### src/dbgsl_pkg.sv
// Constants for the lower debug status register and acknowledge shaping
// Operation
// Status reached only by debug link commands
// Link reads; writes of one clear flags
// Overrun ignores writes; cleared only by sync
// Flag-setting acknowledged command gets long acknowledge
// Later good commands normal, failing commands long
// First acknowledge after wait/stop set is long
// No immediate long acknowledge on pin overrun
// After a full byte, overrun forces long
// Unimplemented opcode gives no long acknowledge
// Other illegal-command causes give long acknowledge
// Wait flag sets on wait; clears after exit
// Stop flag sets on stop request; clears outside
// Stop flag sets only while controller enabled
// RAM write fault sets on double fault
// Overrun sets on command before completion
// Overrun sets on pin low during pending acknowledge
// Overrun suppresses internal accesses until sync
package dbgsl_pkg;
  localparam int STATUS_W = 8;
  localparam logic [7:0] STATUS_RESET = 8'h00;
  localparam int BIT_WAIT = 7;
  localparam int BIT_STOP = 6;
  localparam int BIT_RAM_WRITE_FAULT_FLAG = 5;
  localparam int BIT_OVRN = 4;
  localparam int BIT_NORESP = 3;
  localparam int BIT_RDINV = 2;
  localparam int BIT_ILLACC = 1;
  localparam int BIT_ILLEGAL_COMMAND_FLAG = 0;
  // Bits that a written one may clear; the overrun bit is excluded
  localparam logic [7:0] WRITE_CLEAR_MASK = 8'hef;
endpackage

### src/dbgsl_flag.sv
// Sticky flag cell: hardware set wins over any clear in the same cycle
`timescale 1ns/1ps
module dbgsl_flag #(
  parameter logic RESET_VAL = 1'b0
) (
  // Clock and control
  input wire logic clk,
  input wire logic rst_n,
  input wire logic ce,
  // Flag events
  input wire logic set,
  input wire logic clr,
  // Flag state
  output logic q
);
  typedef struct packed {
    logic flag;
  } dbgsl_flag_st_t;

  dbgsl_flag_st_t st_q;
  dbgsl_flag_st_t st_d;

  always_comb begin
    st_d = st_q;
    if (set) begin
      st_d.flag = 1'b1;
    end else if (clr) begin
      st_d.flag = 1'b0;
    end
  end

  always_ff @(posedge clk) begin
    if (!rst_n) begin
      st_q <= '{flag: RESET_VAL};
    end else if (ce) begin
      st_q <= st_d;
    end
  end

  assign q = st_q.flag;
endmodule

### src/dbgsl_status.sv
// Lower debug status register with flag rules and long/normal acknowledge choice
`timescale 1ns/1ps
module dbgsl_status
  import dbgsl_pkg::*;
#(
  parameter int WIDTH = dbgsl_pkg::STATUS_W
) (
  // Clock, reset, enable
  input wire logic CLK,
  input wire logic RST_N,
  input wire logic CE,
  // Status commands from the link decoder
  input wire logic WR_STATUS,
  input wire logic [WIDTH-1:0] WR_DATA,
  // Device mode inputs
  input wire logic WAIT_MODE,
  input wire logic STOP_REQ,
  input wire logic IN_STOP,
  input wire logic CTRL_ENABLE,
  // Flag setting conditions
  input wire logic RAM_DBL_FAULT,
  input wire logic NORESP_SET,
  input wire logic RDINV_SET,
  input wire logic ILLACC_SET,
  input wire logic ILLEGAL_COMMAND_FLAG_SET,
  input wire logic ILLEGAL_COMMAND_FLAG_UNIMPL,
  // Link activity
  input wire logic CMD_START,
  input wire logic CMD_BUSY,
  input wire logic ACK_EN,
  input wire logic ACK_PENDING,
  input wire logic PIN_LOW,
  input wire logic BYTE_RCVD,
  input wire logic SYNC_PULSE,
  input wire logic ACK_REQ,
  // Results
  output logic [WIDTH-1:0] STATUS,
  output logic ACK_GO,
  output logic ACK_LONG,
  output logic ACCESS_SUPPRESS
);
  initial begin
    if (WIDTH != STATUS_W) begin
      $error("dbgsl_status: WIDTH must be 8");
    end
  end

  typedef struct packed {
    logic ack_go;
    logic ack_long;
    logic cmd_err;
    logic ws_first;
    logic ovr_hold;
  } dbgsl_st_t;

  dbgsl_st_t st_q;
  dbgsl_st_t st_d;

  logic [7:0] flag_q;
  logic [7:0] flag_set;
  logic [7:0] flag_clr;
  logic [7:0] wr_clr;
  logic ovr_cmd;
  logic ovr_pin;
  logic err_now;
  logic ack_issue;
  logic long_now;

  // Write-one-to-clear, only by the status write command
  assign wr_clr = (WR_STATUS ? WR_DATA : 8'h00) & WRITE_CLEAR_MASK;

  assign ovr_cmd = CMD_START & CMD_BUSY;
  assign ovr_pin = ACK_EN & ACK_PENDING & PIN_LOW;

  // Flag setting conditions; illegal-command only counts when not an unknown opcode
  assign err_now = NORESP_SET | RDINV_SET | ILLACC_SET | (ILLEGAL_COMMAND_FLAG_SET & ~ILLEGAL_COMMAND_FLAG_UNIMPL);

  always_comb begin
    flag_set = 8'h00;
    flag_clr = 8'h00;
    flag_set[BIT_WAIT] = WAIT_MODE;
    flag_clr[BIT_WAIT] = wr_clr[BIT_WAIT] & ~WAIT_MODE;
    flag_set[BIT_STOP] = STOP_REQ & CTRL_ENABLE;
    flag_clr[BIT_STOP] = wr_clr[BIT_STOP] & ~IN_STOP;
    flag_set[BIT_RAM_WRITE_FAULT_FLAG] = RAM_DBL_FAULT;
    flag_clr[BIT_RAM_WRITE_FAULT_FLAG] = wr_clr[BIT_RAM_WRITE_FAULT_FLAG];
    flag_set[BIT_OVRN] = ovr_cmd | ovr_pin;
    flag_clr[BIT_OVRN] = SYNC_PULSE;
    flag_set[BIT_NORESP] = NORESP_SET;
    flag_clr[BIT_NORESP] = wr_clr[BIT_NORESP];
    flag_set[BIT_RDINV] = RDINV_SET;
    flag_clr[BIT_RDINV] = wr_clr[BIT_RDINV];
    flag_set[BIT_ILLACC] = ILLACC_SET;
    flag_clr[BIT_ILLACC] = wr_clr[BIT_ILLACC];
    flag_set[BIT_ILLEGAL_COMMAND_FLAG] = ILLEGAL_COMMAND_FLAG_SET;
    flag_clr[BIT_ILLEGAL_COMMAND_FLAG] = wr_clr[BIT_ILLEGAL_COMMAND_FLAG];
  end

  for (genvar i = 0; i < 8; i++) begin : g_flag
    dbgsl_flag #(
      .RESET_VAL(STATUS_RESET[i])
    ) u_flag (
      .clk(CLK),
      .rst_n(RST_N),
      .ce(CE),
      .set(flag_set[i]),
      .clr(flag_clr[i]),
      .q(flag_q[i])
    );
  end

  // Unknown opcodes get no acknowledge at all, the host may still be sending
  assign ack_issue = ACK_REQ & ACK_EN & ~ILLEGAL_COMMAND_FLAG_UNIMPL;

  // Pin-low overrun forces long only once a full byte followed the offending edge; command overrun forces it at once
  assign long_now = st_q.cmd_err | err_now | st_q.ws_first
    | (flag_q[BIT_OVRN] & ~st_q.ovr_hold & ~ovr_pin);

  always_comb begin
    st_d = st_q;
    st_d.ack_go = ack_issue;
    if (ack_issue) begin
      st_d.ack_long = long_now;
    end
    // Errors seen during the command shape its acknowledge, then are forgotten
    if (ack_issue) begin
      st_d.cmd_err = 1'b0;
    end else if (err_now) begin
      st_d.cmd_err = 1'b1;
    end
    // A fresh wait or stop entry arms one long acknowledge; arming wins over use
    if ((WAIT_MODE & ~flag_q[BIT_WAIT]) | (flag_set[BIT_STOP] & ~flag_q[BIT_STOP])) begin
      st_d.ws_first = 1'b1;
    end else if (ack_issue) begin
      st_d.ws_first = 1'b0;
    end
    if (ovr_pin) begin
      st_d.ovr_hold = 1'b1;
    end else if (BYTE_RCVD | SYNC_PULSE) begin
      st_d.ovr_hold = 1'b0;
    end
  end

  always_ff @(posedge CLK) begin
    if (!RST_N) begin
      st_q <= '0;
    end else if (CE) begin
      st_q <= st_d;
    end
  end

  assign STATUS = flag_q;
  assign ACK_GO = st_q.ack_go;
  assign ACK_LONG = st_q.ack_long;
  // Gate for all link-requested internal accesses
  assign ACCESS_SUPPRESS = flag_q[BIT_OVRN];

  a_ovr_write_ignored: assert property (@(posedge CLK) disable iff (!RST_N)
    (CE && STATUS[BIT_OVRN] && WR_STATUS && WR_DATA[BIT_OVRN] && !SYNC_PULSE) |=> STATUS[BIT_OVRN])
    else $error("overrun flag cleared by a write");

  a_ovr_sync_clear: assert property (@(posedge CLK) disable iff (!RST_N)
    (CE && SYNC_PULSE && !ovr_cmd && !ovr_pin) |=> !STATUS[BIT_OVRN])
    else $error("sync did not clear overrun");

  a_ovr_set_suppress: assert property (@(posedge CLK) disable iff (!RST_N)
    (CE && (CMD_START && CMD_BUSY || ACK_EN && ACK_PENDING && PIN_LOW)) |=> ACCESS_SUPPRESS)
    else $error("overrun condition did not suppress accesses");

  a_stop_needs_enable: assert property (@(posedge CLK) disable iff (!RST_N)
    (CE && !CTRL_ENABLE && !STATUS[BIT_STOP]) |=> !STATUS[BIT_STOP])
    else $error("stop flag set while controller disabled");

  a_stop_clear_blocked: assert property (@(posedge CLK) disable iff (!RST_N)
    (STATUS[BIT_STOP] && IN_STOP && WR_STATUS && WR_DATA[BIT_STOP]) |=> STATUS[BIT_STOP])
    else $error("stop flag cleared during stop mode");

  a_wait_clear_rules: assert property (@(posedge CLK) disable iff (!RST_N)
    (CE && WR_STATUS && WR_DATA[BIT_WAIT]) |=> (STATUS[BIT_WAIT] == $past(WAIT_MODE)))
    else $error("wait flag write-clear handled wrongly");

  a_ram_write_fault_flag_set_clear: assert property (@(posedge CLK) disable iff (!RST_N)
    (CE && RAM_DBL_FAULT) |=> STATUS[BIT_RAM_WRITE_FAULT_FLAG] ##0 (!(CE && WR_STATUS && WR_DATA[BIT_RAM_WRITE_FAULT_FLAG]
      && !RAM_DBL_FAULT) or ##1 !STATUS[BIT_RAM_WRITE_FAULT_FLAG]))
    else $error("ram write fault flag misbehaves");

  a_err_ack_long: assert property (@(posedge CLK) disable iff (!RST_N)
    (CE && ACK_REQ && ACK_EN && !ILLEGAL_COMMAND_FLAG_UNIMPL && (NORESP_SET || RDINV_SET || ILLACC_SET || ILLEGAL_COMMAND_FLAG_SET))
    |=> (ACK_GO && ACK_LONG))
    else $error("flagged command did not give a long acknowledge");

  a_unimpl_no_ack: assert property (@(posedge CLK) disable iff (!RST_N)
    (CE && ILLEGAL_COMMAND_FLAG_UNIMPL) |=> !ACK_GO)
    else $error("acknowledge sent for unimplemented opcode");

  a_good_ack_normal: assert property (@(posedge CLK) disable iff (!RST_N)
    (CE && ack_issue && !err_now && !st_q.cmd_err && !st_q.ws_first && !STATUS[BIT_OVRN]) |=> !ACK_LONG)
    else $error("correct command gave a long acknowledge");

  a_first_ws_long: assert property (@(posedge CLK) disable iff (!RST_N)
    (CE && !STATUS[BIT_WAIT] && WAIT_MODE) ##1 (CE && ack_issue) |=> ACK_LONG)
    else $error("first acknowledge after wait entry was not long");

  a_ovr_hold_normal: assert property (@(posedge CLK) disable iff (!RST_N)
    (CE && ack_issue && st_q.ovr_hold && !err_now && !st_q.cmd_err && !st_q.ws_first) |=> !ACK_LONG)
    else $error("long acknowledge during host transmission after overrun");

  a_ovr_byte_long: assert property (@(posedge CLK) disable iff (!RST_N)
    (CE && ack_issue && STATUS[BIT_OVRN] && !st_q.ovr_hold && !ovr_pin) |=> ACK_LONG)
    else $error("overrun did not force a long acknowledge");
endmodule

### config.mk
export PLATFORM = sky130hd
export DESIGN_NAME = dbgsl_status
export DESIGN_NICKNAME = d
export VERILOG_FILES = /design/src/dbgsl_pkg.sv /design/src/dbgsl_flag.sv /design/src/dbgsl_status.sv
export SDC_FILE = /design/constraint.sdc
export NUM_CORES = 1
export LEC_CHECK = 0
export BUFFER_PORTS_ARGS = -buffer_cell sky130_fd_sc_hd__buf_4
export CORE_MARGIN = 1
export CORE_UTILIZATION = 43
export CTS_BUF_LIST = sky130_fd_sc_hd__clkbuf_8
export DETAILED_ROUTE_END_ITERATION = 12
export PLACE_DENSITY = 0.92
export SETUP_SLACK_MARGIN = 0.05
export SYNTH_ARGS = -nofsm -noshare
export SYNTH_HDL_FRONTEND = slang
export SYNTH_SLANG_ARGS = --single-unit
### constraint.sdc
create_clock -name CLK -period 1.4 [get_ports CLK]
set_input_delay 0.21 -clock CLK [delete_from_list [all_inputs] [get_ports CLK]]
set_output_delay 0.21 -clock CLK [all_outputs]
set_load 0.005 [all_outputs]
==> impl_metrics.yaml, run 1 <==
outcome:
  status: "finished, final reports clean"
global_routing:
  grt_max_degree: 24
  use_met1_pct: 25.2
  gr-usage-met2_pct: 31.7
  grt_busiest_layer: "met2"
  gr-usage-met3_pct: 3.26
  grt.total_usage_pct: 19.6
  first_global_vias: 554
  grt_pass1_wl_um: 2170
  grt_overflow_total: 0
  antenna_found_initial: 0
critical_path:
  arrival_ns: 1.31
  cp.required_ns: 1.52
  crit_type: "reg2reg"
  cp-end-kind: "flop"
  cp-start-kind: "flop"
  max_stage_delay_ns: 0.53
  crit_slowest_cell: "or4_4"
  crit_chain: "or4_4, a21oi_2, a31oi_1"
  ff2ff_path_depth: 3
  cp_max_fo: 2
timing:
  rsz0062_at_grt: "no"
  setup_slack_ns: 0.210
  max_slew_margin_pct: 86.3
  maxSlewViolCount: 0
  fin_crit_ns: 1.19
  fin_crit_sh_pct: 85.0
  clock_skew_ns: 0.00418
  finalHoldViolations: 0
  tightest_slew_ns: 0.205
  setup_viol: 0
  fmax_mhz: 840
  tns_ns: 0
clocking:
  cts_sinks: 13
  post_cts_resized: 0
  clk_pin_slew_ns: 0.06
  holdBufCountCts: 0
  clockBufferDepth: 2
  insertion_delay_ns: 0.24
  htree_levels: 1
  cts-root-buf: "clkbuf_8"
  tritoncts: "built"
  numCtsBuffers: 3
  cts_setup_buffers: 0
pwr:
  p_sw_share_pct: 22.2
  p_leak_nw: 0.419
  ir_worst_vdd_uv: 802
  powerDensity_nw_per_um2: 953
  power_frac_comb_pct: 18.3
  power_uw: 884
  netSwitchingPower_uw: 196
  intPower_uw: 688
  seqPwrFrac_pct: 45.9
  power_frac_clock_pct: 35.8
job:
  max_cap_viol_count: 0
yosys:
  yosysWarnings: 0
  synthAdderAreaFrac_pct: 0
  synthMuxAreaShare_pct: 0
  synth_top_family_by_area: "simple AND/OR/NAND/NOR gates"
  synth_compound_area_share_pct: 20.0
  synthCells: 72
  netlist_area_um2: 646
  avgSynthCellArea_um2: 8.97
  ys_ff_latch: 13
  yosysSeqAreaShare_pct: 40.3
  synthXorXnorAreaFrac_pct: 0
  ys_types: 24
  syn_nets: 102
  synthSimpleGateAreaFrac_pct: 27.7
final_layout:
  layout_common_cells: "buf_4 (39), dfxtp_1 (13), nor2b_1 (9), nand3_1 (7), a22oi_1 (7)"
  syn_to_final_growth_pct: 43.8
  drive_gt1_share_pct: 42.3
  layout_commonest_cell: "buf_4"
  n_antenna_cell: 0
  utilization_pct: 68.8
  nets: 135
routing:
  drc: 0
  ant_nets: 0
  wl_um: 1440
  vias_per_cell: 5.22
  dr_total_vias: 621
  routedWlPerCell_um: 12.1
  dr.pass1.iters: 4
  drt_first_iter_violations: 16
die:
  die_w_um: 40.8
  num_io_pins: 41
  dieArea_um2: 1660
  die_h_um: 40.8
  start_util_pct: 47.8
  rows: 13
  core-area_um2: 1350
place:
  portBuffers: 39
  hpwl_um: 1120
  routabilityCongestion: 0.658
  dp_slack_ns: 0.219
min_path:
  hold_depth: 3
  hold_path.class: "in2reg"
==> kinds of logic after synthesis <==
| family | Yosys count |
|---|---|
| compound gates | 18 |
| buf+inv | 12 |
| flops | 13 |
| simple gates | 29 |
==> metrics by stage <==
| stage | hold WS, ns | cell area [um2] | std cells |
|---|---|---|---|
| detailed placement | 0.461 | 883 | 115 |
| global placement | 0.450 | 883 | 115 |
| finish | 0.259 | 928 | 119 |
| CTS | 0.261 | 928 | 119 |
| floorplan | 0.348 | 646 | 72 |
| global route | 0.292 | 928 | 119 |
==> metal layers <==
| metal | part of all wire (%) | vias to the layer above |
|---|---|---|
| met3 | 7.7 | 0 |
| met4 | 0 | 0 |
| met2 | 51 | 28 |
| met1 | 42 | 275 |
| li1 | - | 318 |
| met5 | 0 | - |
==> power by group through the flow <==
stage / logic, mW / registers (mW) / clock network (mW)
final: 0.162 / 0.406 / 0.317
after global routing: 0.181 / 0.408 / 0.350
after CTS: 0.163 / 0.406 / 0.326
after detailed placement: 0.163 / 0.413 / 0
after global placement: 0.159 / 0.412 / 0
after floorplan: 0.0788 / 0.410 / 0
==> synthesized netlist by cell type <==
library cell | n | share of area (%)
inv_1 | 1 | 0.58
nand3_1 | 7 | 5.4
o21ai_0 | 4 | 3.1
a31oi_1 | 1 | 0.97
and4b_1 | 1 | 1.6
nor2_1 | 1 | 0.58
nor2b_1 | 9 | 8.7
nor3_1 | 1 | 0.77
clkbuf_1 | 1 | 0.58
dfxtp_1 | 13 | 40
buf_4 | 8 | 9.3
a22oi_1 | 7 | 8.1
and3b_1 | 1 | 1.4
buf_2 | 2 | 1.6
nand4b_1 | 2 | 2.7
a32oi_1 | 1 | 1.4
a21oi_2 | 1 | 1.4
a32o_1 | 1 | 1.6
or4_4 | 1 | 1.7
nand2_1 | 3 | 1.7
nand4_1 | 1 | 0.97
nand3b_1 | 1 | 1.2
a21boi_0 | 3 | 3.5
nand2b_1 | 1 | 0.97
==> critical path, delay by kind of cell, from the launching register on <==
kind             cells  cell delay (ns)
AO/OA/AOI/OAI        2             0.23
flip-flops           1             0.32
AND/OR/NAND/NOR      1             0.53
==> cell type report <==
type	instances	area, um2
Multi-Input combinational cell	47	308
Tap cell	15	18.8
Fill cell	109	422
Clock buffer	3	41.3
Sequential cell	13	260
Inverter	1	3.75
Timing Repair Buffer	39	293
Clock inverter	1	3.75
==> flip-flops by register name (all words and copies together), names as in the netlist <==
signal	count
st_q	3
ACK_GO	1
ACK_LONG	1
g_flag.u_flag.q	8
==> path summary, 6_finish.rpt <==
kind | to | from | slack (ns)
setup / recovery | ACK_LONG$_SDFFE_PN0P_ | st_q[2]$_SDFFE_PN0P_ | 0.21
hold / removal | g_flag[5].u_flag.q$_SDFFE_PN0P_ | RAM_DBL_FAULT | 0.26
setup reg to reg | ACK_LONG$_SDFFE_PN0P_ | st_q[2]$_SDFFE_PN0P_ | 0.21
hold reg to reg | st_q[0]$_SDFFE_PN0P_ | st_q[0]$_SDFFE_PN0P_ | 0.46
No activity file was read; power rests on OpenSTA's default activity.
==> run 2, diff against run 1 <==
- CORE_ASPECT_RATIO: not set -> 1.2
- CORE_UTILIZATION: 43 -> 38
- GPL_ROUTABILITY_DRIVEN: not set -> 0
- PLACE_DENSITY: 0.92 -> 0.87
- clock period: 1.4 -> 0.95 ns (I/O delays scaled with it)
==> run 2 against run 1 <==
  * Sequential power rose by 48%
  * Maximum frequency rose by 13%
  * Combinational power up 49%
  * Hold slack got worse by 0.068 ns
  * Clock skew down 0.0019 ns
  * Wire length increased by 11%
  * The flow now finishes with violations (setup timing)
==> impl_metrics.yaml, run 2 (synthesis gave the netlist of run 1 again) <==
final_layout:
  nets: 135
  filler_cell_count: 140
  ff_latch_area_um2: 263
  multi_input_area_um2: 308
  layout_commonest_cell: "buf_4"
  drive_gt1_share_pct: 44.2
  n_antenna_cell: 0
  layout_common_cells: "buf_4 (39), dfxtp_1 (11), nor2b_1 (9), nand3_1 (7), a22oi_1 (7)"
  syn_to_final_growth_pct: 44.6
  largest_reg_flops: 8
clocking:
  clockBufferDepth: 2
  insertion_delay_ns: 0.24
  cts-root-buf: "clkbuf_8"
  htree_levels: 1
  cts_sinks: 13
  numCtsBuffers: 3
  tritoncts: "built"
  clk_pin_slew_ns: 0.05
die:
  dieArea_um2: 1870
  core-area_um2: 1500
  die_h_um: 47.2
  rows: 15
  start_util_pct: 43.0
  die_w_um: 39.6
  num_io_pins: 41
outcome:
  status: "finished with violations"
  violations: "setup timing"
place:
  portBuffers: 39
  hpwl_um: 1190
  dp_slack_ns: -0.170
timing:
  rsz0062_at_grt: "yes"
  maxSlewViolCount: 0
  tns_ns: -0.188
  setup_viol: 2
  setup_slack_ns: -0.106
  tightest_slew_ns: 0.210
  fin_crit_sh_pct: 111
  fin_crit_ns: 1.06
  fmax_mhz: 947
  max_slew_margin_pct: 86.0
  finalHoldViolations: 0
  clock_skew_ns: 0.00232
min_path:
  hold_path.class: "in2reg"
routing:
  vias_per_cell: 5.20
  drc: 0
  dr.pass1.iters: 2
  ant_nets: 0
  drt_first_iter_violations: 10
  routedWlPerCell_um: 13.1
  wl_um: 1590
  dr_total_vias: 629
global_routing:
  grt_busiest_layer: "met2"
  grt_overflow_total: 0
  grt.total_usage_pct: 18.7
  grt_max_degree: 24
  first_global_vias: 579
  use_met1_pct: 21.1
  gr-usage-met3_pct: 3.79
  grt_pass1_wl_um: 2340
  gr-usage-met2_pct: 32.1
  antenna_found_initial: 0
pwr:
  p_leak_nw: 0.420
  power_frac_comb_pct: 18.4
  seqPwrFrac_pct: 45.6
  intPower_mw: 1.02
  ir_worst_vdd_uv: 999
  powerDensity_nw_per_um2: 1410
  p_sw_share_pct: 22.7
  netSwitchingPower_uw: 298
  power_frac_clock_pct: 36.0
job:
  max_cap_viol_count: 0
critical_path:
  cp.required_ns: 1.07
  cp-start-kind: "flop"
  arrival_ns: 1.18
  cp_max_fo: 2
  reg2reg_slack_ns: -0.11
  crit_type: "reg2reg"
  cp-end-kind: "flop"
## run 2: cell counts in the layout (fill, tap and decap cells not counted)
Identical to the previous run, type by type.
## run 2: worst paths after layout
check / start / to / depth (start not counted)
max: st_q[2]$_SDFFE_PN0P_ / ACK_LONG$_SDFFE_PN0P_ / 3
min: NORESP_SET / g_flag[3].u_flag.q$_SDFFE_PN0P_ / 3
max reg2reg: st_q[2]$_SDFFE_PN0P_ / ACK_LONG$_SDFFE_PN0P_ / 3
min reg2reg: st_q[1]$_SDFFE_PN0P_ / st_q[1]$_SDFFE_PN0P_ / 2
## run 2: area by class of cell
cell class	count	area share (%)
multi-input cells	47	33.0
flip-flops and latches	13	28.2
clock inverters	1	0.402
repair buffers	39	31.4
clock buffers	3	4.42
inverters	1	0.402
well taps	17	2.28
## run 2: what timing repair did
action / 4_1_cts / 5_1_grt
hold buffers: 0 / 0
endpoints found under the setup margin: 4 / 3
gates resized for setup: 1 / 3
setup buffers: 0 / 0
## run 2: power groups by stage
stage / Clock (mW) / Combinational (mW) / Sequential [mW]
3_5_place_dp: 0 / 0.240 / 0.609
2_1_floorplan: 0 / 0.116 / 0.604
4_1_cts: 0.487 / 0.242 / 0.599
5_1_grt: 0.506 / 0.267 / 0.602
3_3_place_gp: 0 / 0.233 / 0.608
6_report: 0.473 / 0.242 / 0.600
## run 2: layer usage
metal / up-vias / wire, um
li1: 318 / -
met1: 286 / 614
met2: 23 / 853
met3: 2 / 106
met4: 0 / 16
met5: - / 0
## run 2: metrics by stage
step	instance area (um2)	power, mW	utilization, %	std cells	hold slack, ns
3_5_place_dp	886	0.849	59.0	117	0.427
2_1_floorplan	646	0.721	-	72	0.281
4_1_cts	932	1.33	62.1	121	0.186
5_1_grt	933	1.38	62.2	121	0.206
6_report	933	1.31	62.2	121	0.191
3_3_place_gp	886	0.842	59.0	117	0.411
## run 2: worst max-delay path, cell delays in order (launching register included)
cell and delay, ns:
dfxtp_1 0.31, or4_4 0.41, a21oi_2 0.13, a31oi_1 0.08
==> run 3, diff against run 2 <==
- ABC_AREA: not set -> 1
- CORE_UTILIZATION: 38 -> 39
==> run 3 against run 2 <==
  * The flow now finishes without violations
  * Clock power is 1% higher
  * Register-to-register slack better by 0.26 ns
  * Hold slack worse by 0.037 ns
  * Combinational power is 5% higher
  * Synthesized area is 6.4% higher
  * Clock skew hardly changed
  * Flip-flop and latch count stayed put
  * Highest routed layer unchanged
==> impl_metrics.yaml, run 3 <==
outcome:
  status: "finished, final reports clean"
place:
  portBuffers: 39
  hpwl_um: 1320
timing:
  maxSlewViolCount: 0
  fin_crit_ns: 0.867
  rsz0062_at_grt: "no"
  fmax_mhz: 1150
  tns_ns: 0
  fin_crit_sh_pct: 91.3
  setup_viol: 0
  finalHoldViolations: 0
  clock_skew_ns: 0.00276
  tightest_slew_ns: 0.364
  max_slew_margin_pct: 75.7
global_routing:
  grt_pass1_wl_um: 2410
  first_global_vias: 645
  grt_max_degree: 12
  grt_overflow_total: 0
  antenna_found_initial: 0
  grt.total_usage_pct: 19.0
routing:
  vias_per_cell: 4.92
  dr.pass1.iters: 4
  drc: 0
  ant_nets: 0
  met1_length_um: 612
  drt_first_iter_violations: 7
  routedWlPerCell_um: 11.6
  wl_um: 1660
  wl_met2_um: 850
  dr.max_layer_used: "met4"
  wl_met3_um: 126
  dr_total_vias: 704
yosys:
  synth_common_cells: "nand2_1 (27), dfxtp_1 (13), a21oi_1 (9)"
  synthCells: 92
  synth_edf_count: 0
  yosysMostFrequentCell: "nand2_1"
  yosysWarnings: 0
  yosys.area.top_type: "dfxtp_1"
  synth_area_leaders: "dfxtp_1 (38%), nand2_1 (15%), buf_4 (8.7%)"
  yosysTopAreaCellShare_pct: 37.9
  ys_types: 21
  syn_nets: 122
  postSynth.asyncResetShare_pct: 0
  netlist_area_um2: 687
  avgSynthCellArea_um2: 7.47
  ys_ff_latch: 13
  yosys_most_used_dff: "dfxtp_1"
  yosysSeqAreaShare_pct: 37.9
critical_path:
  crit_path_start: "g_flag[6].u_flag.q$_SDFFE_PN0P_"
  crit_slowest_cell: "dfxtp_1"
  crit_type: "reg2out"
  cp.required_ns: 0.81
  cp_max_fo: 3
  critical_path_buf_inv_count: 1
  max_stage_delay_ns: 0.36
  cp-end-kind: "primary output"
  reg2reg_slack_ns: 0.15
  r2r-start: "st_q[2]$_SDFFE_PN0P_"
  critical_path.top_delay_family: "flip-flops"
  cp.depth: 1
  r2r-end: "ACK_LONG$_SDFFE_PN0P_"
  cp-start-kind: "flop"
  ff2ff_path_depth: 4
  arrival_ns: 0.72
  worstSetupEndpoint: "STATUS[6]"
  crit_chain: "buf_4"
die:
  die_w_um: 40.3
  dieArea_um2: 1930
  die_h_um: 48.0
  rows: 16
  num_io_pins: 41
  core-area_um2: 1640
  start_util_pct: 41.8
pwr:
  ir_worst_vdd_uv: 699
  powerDensity_nw_per_um2: 1380
  p_leak_nw: 0.461
clocking:
  numCtsBuffers: 3
  tritoncts: "built"
  clockBufferDepth: 2
  holdBufCountCts: 0
  post_cts_resized: 0
  cts-root-buf: "clkbuf_8"
  cts_setup_buffers: 0
  insertion_delay_ns: 0.24
  htree_levels: 1
  clk_pin_slew_ns: 0.06
  cts_sinks: 13
final_layout:
  utilization_pct: 58.8
  layout_common_cells: "buf_4 (40), nand2_1 (27), dfxtp_1 (12), a21oi_1 (9), nor2_1 (8)"
  drive_gt1_share_pct: 43.2
  largest_reg_flops: 8
  syn_to_final_growth_pct: 40.4
  layout_commonest_cell: "buf_4"
  nets: 156
  n_antenna_cell: 0
job:
  max_cap_viol_count: 0
min_path:
  min_from: "RAM_DBL_FAULT"
  hold_path.class: "in2reg"
run 3: cell count changes in the layout (fill, tap and decap cells not counted), sizes merged, moves of 2 or more:
| cell | change |
|---|---|
| nand2 | +27 |
| a21oi | +9 |
| nor2b | -9 |
| nor2 | +8 |
| a22oi | -7 |
| inv | +5 |
| a21boi | -3 |
| nand3 | -2 |
| nand4 | +2 |
| nand4b | -2 |
| o21ai | -2 |
run 3: worst min-delay path by stage:
| stage | slack (ns) | depth (start not counted) | end |
|---|---|---|---|
| final | 0.15 | 3 | g_flag[5].u_flag.q$_SDFFE_PN0P_ |
| after global routing | 0.16 | 3 | g_flag[5].u_flag.q$_SDFFE_PN0P_ |
| after CTS | 0.15 | 3 | g_flag[5].u_flag.q$_SDFFE_PN0P_ |
| after detailed placement | 0.41 | 3 | g_flag[5].u_flag.q$_SDFFE_PN0P_ |
| after global placement | 0.40 | 3 | g_flag[5].u_flag.q$_SDFFE_PN0P_ |
| after floorplan | 0.28 | 2 | g_flag[4].u_flag.q$_SDFFE_PN0P_ |
run 3: layer usage:
layer  vias up  track usage [%]
met1       309             17.7
met3         9             2.79
li1        353                -
met2        33             36.1
met4         0             14.0
met5         -                0
run 3: stage by stage:
stage | instances | hold WS [ns] | cell area [um2] | power (mW) | worst slack, ns
after global placement | 139 | 0.402 | 918 | 0.852 | 0.122
final | 143 | 0.154 | 965 | 1.33 | 0.0826
after global routing | 143 | 0.158 | 965 | 1.39 | 0.0690
after detailed placement | 139 | 0.409 | 918 | 0.863 | 0.0578
after CTS | 143 | 0.155 | 963 | 1.33 | 0.0508
after floorplan | 92 | 0.282 | 687 | 0.743 | 0.216
run 3: logic make-up after synthesis:
logic type | Yosys count | synth area share, %
DFF | 13 | 37.9
buffers and inverters | 17 | 16.6
and+or+nand+nor | 49 | 34.4
AOI/OAI and AO/OA | 13 | 11.1
run 3: worst reg2reg max path: cells and delay by family, from the launching register on:
kind | cells | cell delay, ns
simple gates | 4 | 0.39
flops | 1 | 0.31
run 3: power by group:
| group | switching [mW] | leakage, nW | total [mW] | internal [mW] |
|---|---|---|---|---|
| clock network | 0.193 | 0.0269 | 0.478 | 0.285 |
| registers | 0.0194 | 0.107 | 0.599 | 0.579 |
| logic | 0.107 | 0.326 | 0.253 | 0.146 |
| total | 0.320 | 0.461 | 1.33 | 1.01 |
run 3: final cells by class:
class	count	area, um2
inverter	6	22.5
clock inverter	1	3.75
tap	18	22.5
sequential	13	262
fill	158	677
multi-input combinational	62	313
timing repair buffer	40	300
clock buffer	3	41.3
